$ cat config.mk
export PLATFORM = sky130hd
export DESIGN_NAME = hssd_shutdown_ctrl
export DESIGN_NICKNAME = d
export VERILOG_FILES = /design/src/include/hssd_pkg.sv /design/src/core/hssd_shutdown_ctrl.sv /design/src/core/hssd_switch_gate.sv
export VERILOG_INCLUDE_DIRS = /design/src /design/src/include
export SDC_FILE = /design/constraint.sdc
export NUM_CORES = 1
export LEC_CHECK = 0
export BUFFER_PORTS_ARGS = -buffer_cell sky130_fd_sc_hd__buf_4
export CAP_MARGIN = 10
export CORE_UTILIZATION = 30
export CTS_BUF_LIST = sky130_fd_sc_hd__clkbuf_8
export DETAILED_ROUTE_END_ITERATION = 7
export GPL_ROUTABILITY_DRIVEN = 0
export PLACE_DENSITY = 0.6
export SYNTH_ARGS = -nofsm -noshare
export SYNTH_HDL_FRONTEND = slang
export SYNTH_SLANG_ARGS = --single-unit
$ cat constraint.sdc
create_clock -name sys_clk -period 1 [get_ports sys_clk]
set_input_delay 0.05 -clock sys_clk [delete_from_list [all_inputs] [get_ports sys_clk]]
set_output_delay 0.05 -clock sys_clk [all_outputs]
set_load 0.05 [all_outputs]
$ cat src/include/hssd_defines.svh
// Constants of the high-side switch fault shutdown configuration block.
`ifndef HSSD_DEFINES_SVH
`define HSSD_DEFINES_SVH
`define HSSD_ADDR 7'h07
`define HSSD_RESET 16'h0000
`define HSSD_WRITE_MASK 16'hFFE8
`define HSSD_RESTART_KEEP 16'hFFE8
`define HSSD_OV_REC_LSB 12
`define HSSD_OT_SCOPE_BIT 11
`define HSSD_OV_NSD_LSB 7
`define HSSD_OV_LPSD_BIT 6
`define HSSD_UV_SD_BIT 5
`define HSSD_UV_REC_BIT 3
`define HSSD_NUM_SW 4
`endif

$ cat src/include/hssd_pkg.sv
// Types of the high-side switch fault shutdown configuration block.
package hssd_pkg;
  typedef enum logic [2:0] {
    HSSD_MODE_NORMAL = 3'b001,
    HSSD_MODE_STOP = 3'b010,
    HSSD_MODE_SLEEP = 3'b100
  } hssd_mode_e;
  typedef struct packed {
    logic overvolt;
    logic undervolt;
    logic [3:0] overtemp;
  } hssd_fault_s;
endpackage : hssd_pkg

$ cat src/core/hssd_shutdown_ctrl.sv
// Shutdown configuration register and fault reaction for four high-side switches.
`timescale 1ns/10ps
`include "hssd_defines.svh"
module hssd_shutdown_ctrl (
  input wire logic sys_clk,
  input wire logic reset_n,
  input wire logic soft_reset,
  input wire logic restart,
  input wire logic reg_wr,
  input wire logic [6:0] reg_addr,
  input wire logic [15:0] reg_wdata,
  output logic [15:0] reg_rdata,
  input wire hssd_pkg::hssd_mode_e dev_mode,
  input wire hssd_pkg::hssd_fault_s fault,
  input wire logic [3:0] sw_request,
  output logic [3:0] sw_enable
);
  logic [15:0] hs_fault_shutdown_config;
  logic [15:0] next_config;
  logic [3:0] ov_cut;
  logic [3:0] ot_cut;
  logic uv_cut;
  logic ot_any;

  function automatic logic [15:0] hssd_masked(input logic [15:0] v, input logic [15:0] m);
    hssd_masked = v & m;
  endfunction : hssd_masked

  always_comb begin
    next_config = hs_fault_shutdown_config;
    if (soft_reset) begin
      next_config = `HSSD_RESET;
    end else if (restart) begin
      next_config = hssd_masked(hs_fault_shutdown_config, `HSSD_RESTART_KEEP);
    end else if (reg_wr && reg_addr == `HSSD_ADDR) begin
      next_config = hssd_masked(reg_wdata, `HSSD_WRITE_MASK);
    end
  end

  always_ff @(posedge sys_clk or negedge reset_n) begin
    if (!reset_n) begin
      hs_fault_shutdown_config <= `HSSD_RESET;
    end else begin
      hs_fault_shutdown_config <= next_config;
    end
  end

  // Read data is registered; bits 4 and 2..0 are never stored, so they read zero.
  always_ff @(posedge sys_clk or negedge reset_n) begin
    if (!reset_n) begin
      reg_rdata <= `HSSD_RESET;
    end else if (reg_addr == `HSSD_ADDR) begin
      reg_rdata <= hs_fault_shutdown_config;
    end else begin
      reg_rdata <= `HSSD_RESET;
    end
  end

  assign ot_any = |fault.overtemp;
  assign uv_cut = fault.undervolt && !hs_fault_shutdown_config[`HSSD_UV_SD_BIT];

  always_comb begin
    for (int i = 0; i < `HSSD_NUM_SW; i++) begin
      if (dev_mode == hssd_pkg::HSSD_MODE_NORMAL) begin
        ov_cut[i] = fault.overvolt && !hs_fault_shutdown_config[`HSSD_OV_NSD_LSB + i];
      end else begin
        ov_cut[i] = fault.overvolt && !hs_fault_shutdown_config[`HSSD_OV_LPSD_BIT];
      end
      if (hs_fault_shutdown_config[`HSSD_OT_SCOPE_BIT]) begin
        ot_cut[i] = fault.overtemp[i];
      end else begin
        ot_cut[i] = ot_any;
      end
    end
  end

  for (genvar g = 0; g < `HSSD_NUM_SW; g++) begin : g_sw
    hssd_switch_gate u_gate (
      .sys_clk(sys_clk),
      .reset_n(reset_n),
      .ov_cut(ov_cut[g]),
      .uv_cut(uv_cut),
      .ot_cut(ot_cut[g]),
      .ov_active(fault.overvolt),
      .uv_active(fault.undervolt),
      .ov_recover(hs_fault_shutdown_config[`HSSD_OV_REC_LSB + g]),
      .uv_recover(hs_fault_shutdown_config[`HSSD_UV_REC_BIT]),
      .sw_request(sw_request[g]),
      .sw_enable(sw_enable[g])
    );
  end
endmodule : hssd_shutdown_ctrl

$ cat src/core/hssd_switch_gate.sv
// Per-switch gate that tracks supply faults and decides whether a switch may conduct.
`timescale 1ns/10ps
`include "hssd_defines.svh"
module hssd_switch_gate (
  input wire logic sys_clk,
  input wire logic reset_n,
  input wire logic ov_cut,
  input wire logic uv_cut,
  input wire logic ot_cut,
  input wire logic ov_active,
  input wire logic uv_active,
  input wire logic ov_recover,
  input wire logic uv_recover,
  input wire logic sw_request,
  output logic sw_enable
);
  logic ov_latched;
  logic uv_latched;
  // Latched cut stays until the fault has cleared and recovery is allowed; a switch
  // without recovery stays off until software drops and re-issues its request.
  always_ff @(posedge sys_clk or negedge reset_n) begin
    if (!reset_n) begin
      ov_latched <= 1'b0;
    end else if (ov_cut) begin
      ov_latched <= 1'b1;
    end else if (!ov_active && (ov_recover || !sw_request)) begin
      ov_latched <= 1'b0;
    end
  end
  always_ff @(posedge sys_clk or negedge reset_n) begin
    if (!reset_n) begin
      uv_latched <= 1'b0;
    end else if (uv_cut) begin
      uv_latched <= 1'b1;
    end else if (!uv_active && (uv_recover || !sw_request)) begin
      uv_latched <= 1'b0;
    end
  end
  always_ff @(posedge sys_clk or negedge reset_n) begin
    if (!reset_n) begin
      sw_enable <= 1'b0;
    end else begin
      sw_enable <= sw_request && !ov_latched && !uv_latched && !ot_cut && !ov_cut && !uv_cut;
    end
  end
endmodule : hssd_switch_gate

### Word level (Yosys, flattened, before mapping)

Index checks and enable logic that the tools add are counted.

| operators by class | value |
|---|---|
| equal/unequal tests | 3 |
| muxes and demuxes | 28 |
| reductions and logical operators | 84 |

Operators with widths:

| kind | count |
|---|---|
| two-way mux 16 bit | 4 |
| logical AND 1 bit | 35 |
| zero test 1 bit | 29 |
| two-way mux 1 bit | 24 |
| nonzero test 2 bit | 9 |
| logical OR 1 bit | 8 |
| equality test 7 x 3 -> 1 bit, second input constant | 1 |
| OR reduction 4 bit | 1 |
| equality test 3 x 1 -> 1 bit, second input constant | 1 |
| nonzero test 3 bit | 1 |
| != test 2 bit, second input constant | 1 |
| AND reduction 2 bit | 1 |

| word-level totals | value |
|---|---|
| bits in registers | 44 |
| output and inout port bits | 20 |
| logic and storage cells | 130 |

### Depth between registers and ports, before layout

| depth | value |
|---|---|
| word-level depth | 6 |
| gate-level depth with buffers | 5 |
| mapped depth without buffers | 3 |

### By module

A second synthesis with hierarchy kept.

| second synthesis, totals | value |
|---|---|
| cell total of the unflattened synthesis | 146 |
| area total of the unflattened synthesis | 1645.3 µm² |

Modules (own cells, without submodules):

| module | times used | cells an instance | area each (µm²) | seq. area each (µm²) |
|---|---|---|---|---|
| hssd_shutdown_ctrl | 1 | 102 | 1144.8 | 600.6 |
| hssd_switch_gate | 4 | 11 | 125.1 | 75.1 |

### Worst setup path after synthesis

Ideal clock, no wire load.

| timing | value |
|---|---|
| kind | input to register |
| start | in reg_addr[5] |
| end | reg hs_fault_shutdown_config[11] |
| arrival time | 1.440 ns |
| required time | 0.921 ns |
| setup slack | -0.520 ns |
| stages on the path | 5 |
| cell sequence | or4b_1 > buf_6 > nor4_4 > buf_6 > mux2i_1 |

| on the way | value |
|---|---|
| cells in the longest elaborated chain, start to end | 4 |

RTL lines:

| element | RTL line | source |
|---|---|---|
| from (decl) | hssd_shutdown_ctrl.sv:10 | `input wire logic [6:0] reg_addr,` |
| equality test 7 x 3 -> 1 bit (no source line) | -- |  |
| logical AND 1 bit (no source line) | -- |  |
| nonzero test 2 bit (no source line) | -- |  |
| AND reduction 2 bit (no source line) | -- |  |
| to (signal assigned) | hssd_shutdown_ctrl.sv:42 | `` hs_fault_shutdown_config <= `HSSD_RESET; `` |
| to (signal assigned) | hssd_shutdown_ctrl.sv:44 | `hs_fault_shutdown_config <= next_config;` |
| to (decl) | hssd_shutdown_ctrl.sv:18 | `logic [15:0] hs_fault_shutdown_config;` |

Every way passes these cells.
A chain may end at the register's enable or synchronous reset.

### Worst setup path in the final report

| timing | value |
|---|---|
| start | in reg_addr[5] |
| end | reg hs_fault_shutdown_config[10] |

Same word-level chain as after synthesis.

==> reports/qor.txt <==
status - finished with violations
failing checks - negative setup slack
RSZ-0062 raised after global routing - yes
clock network fraction of design power - 36.5%
Sw Ratio - 23.7%
number of diodes - 0
Ports - 61
Post-Synthesis Cell Area - 1670 um2
Post-synth EDFFs - 0
Nets - 256
Crit path largest cell delay - 0.56 ns
synth cell count leaders - dfrtp_1 (36), nand2b_1 (26), mux2i_1 (12), nand2_1 (12)
Pins Over Slew Limit - 0
Power Density - 1210 nW/um2
Storage cell area - 905 um2
cell-internal power - 2.19 mW
1st-iter DRT viols - 72
row count - 26
Post-route DRC - 0
first-pass GRT wire length - 6290 um
Static Leakage - 1.05 nW
fmax - 0.931 GHz
DRT Wirelength - 3860 um
overall power - 2.88 mW
Die W - 76.5 um
multi-input combinational cell area - 734 um2
final hold vios - 0
total global-route track usage - 13.9%
root buf cell - clkbuf_8
die area - 5850 um2
core box area - 5240 um2
crit end category - register
H-tree depth - 2
top cell type by total area after synthesis - dfrtp_1
share of layout cells above drive strength 1 - 42.6%
area grow syn2layout - 42.6%
Yosys reg bits - 36
setup TNS - -0.828 ns
fillers - 514
Critical Path Slowest Stage Cell - or4b_4
HP Class - input port to register
Final Non-Filler Cells - 286
combinational fraction of design power - 11.4%
CP arrival - 1.28 ns
CTS clk-pin slew, worst paths - 0.07 ns
Final Setup Violations - 15
Crit Path Category - input port to register
yosys warns - 0
Via Count - 1294
Synth Instances - 151
CTS tree - yes
pin count of the biggest net entering global routing - 37
period utilization - 107%
worst-skew pair later-pin latency - 0.28 ns
Port Buffers - 52
Die Ht - 76.5 um
final worst slack - -0.0737 ns
clk buf depth - 2
post-synthesis sequential area ratio - 54.1%
top_reg_cell synth - dfrtp_1
Min Clock Period, post-route - 1.07 ns
Vias/cell - 4.52
Switching Power - 0.681 mW
Yosys top cell area share - 54.1%
Worst EP required - 1.20 ns
slew of the pin with the lowest slew margin - 0.552 ns
post-synthesis area per instance - 11.0 um2
remaining global-route overflow - 0
DRT antenna net count - 0
total CTS buffers - 5
cells along the critical path - buf_6, or4b_4, nor4_4, buf_12, mux2i_1
dpl hpwl - 2730 um
Post-Route Skew - 0.00748 ns
max-capacitance violation count - 0
crit-path max FO - 12
CP Launch Type - input port
Post-Place Setup Slack - -0.388 ns
sequential share of power - 52.1%
first drt pass iteration count - 4
initial antenna violation count - 0
number of global-route vias before repair - 1344
asr flop ratio synth - 100%
Starting Density - 31.8%
cell with the most instances after synthesis - dfrtp_1
Placed Cells - 275
Netlist cell types - 24
Worst IR Drop VDD - 500 uV
CTS sink cnt - 36
Slew HR - 62.8%
largest cells by area after synthesis - dfrtp_1 (54%), nand2b_1 (9.8%), mux2i_1 (7.2%)
wire per inst - 13.5 um
final core utilization - 45.3%
[flip-flops by register name (all words and copies together), names as in the netlist]
| signal | cells |
|---|---|
| g_sw.u_gate.sw_enable | 4 |
| reg_rdata | 12 |
| g_sw.u_gate.uv_latched | 4 |
| hs_fault_shutdown_config | 12 |
| g_sw.u_gate.ov_latched | 4 |
[worst max-delay path: cells and delay by family]
kind          cells  cell delay (ns)
simple gates      2             0.76
buf+inv           2             0.28
mux               1             0.19
[metal layers]
layer / share of wire (%) / routed length (um) / track usage (%) / up-vias
li1: - / - / - / 631
met5: 0 / 0 / 0 / -
met2: 48 / 1860 / 22.6 / 37
met1: 46 / 1760 / 17.2 / 621
met4: 1.2 / 45 / 6.15 / 0
met3: 4.7 / 181 / 3.83 / 5
[per-stage QoR]
step,hold WS [ns],area (um2)
floorplan,-0.246,1680
global placement,0.0357,2170
detailed placement,0.0320,2170
CTS,0.00730,2360
global route,0.0221,2370
finish,0.0226,2370
[kinds of logic after synthesis]
| group | synth area share (%) |
|---|---|
| simple gates | 20.4 |
| buf+inv | 7.21 |
| other cells | 0.225 |
| compound gates | 10.9 |
| flops | 54.1 |
| mux | 7.21 |
[final timing paths]
path / end / cells after the start / slack (ns) / startpoint
max: hs_fault_shutdown_config[10] / 5 / -0.07 / reg_addr[5]
min: g_sw[2].u_gate.sw_enable / 3 / 0.02 / sw_request[2]
max reg2reg: g_sw[0].u_gate.sw_enable / 3 / -0.04 / hs_fault_shutdown_config[11]
min reg2reg: reg_rdata[10] / 1 / 0.52 / hs_fault_shutdown_config[10]
max in group asynchronous: hs_fault_shutdown_config[11] / 2 / 0.39 / reset_n
min in group asynchronous: g_sw[2].u_gate.sw_enable / 2 / 0.26 / reset_n
[repair_timing]
action                                 4_1_cts  5_1_grt
gates resized for setup                     16        5
setup endpoints to repair                   19       31
setup buffers                                2        0
hold buffers                                 1        0
pin swaps                                    3        4
endpoints found under the hold margin       36        0
[power by group through the flow]
stage               Sequential [mW]  Combinational [mW]  Clock, mW
floorplan                      1.52               0.140          0
global placement               1.52               0.308          0
detailed placement             1.52               0.310          0
CTS                            1.50               0.328       1.08
global route                   1.50               0.362       1.11
finish                         1.50               0.329       1.05
[final cells by class]
type,count,share of cell area [%]
tap,70,3.69
clock inverter,2,0.421
inverter,7,1.11
timing repair buffer,67,22.3
clock buffer,6,3.48
sequential,36,38.1
multi-input combinational,98,30.9
[layout by cell type, fill, tap and decap left out]
master         netlist  layout
conb_1               1       4
a32o_1               1       1
inv_1                7       6
nor3b_1              1       1
nor4_4               1       1
nor4_2               0       2
a211oi_2             0       7
a311oi_2             0       1
mux2i_1             12      12
a22o_1               3       3
inv_2                0       1
and2_1               6       6
clkinv_2             0       2
o21ai_0              8       8
or4b_4               0       1
o21a_4               0       1
nor2b_1              1       1
buf_12               0       1
nand2b_1            26      26
nor3_1               1       1
dfrtp_2              0       3
dfrtp_1             36      33
nand2_1             12      12
o22ai_4              0       1
a21o_1               4       4
buf_6                2       3
nor4_1               7       5
clkbuf_8             0       6
buf_4                8      62
dlygate4sd3_1        0       1
No activity file was read; power rests on OpenSTA's default activity.
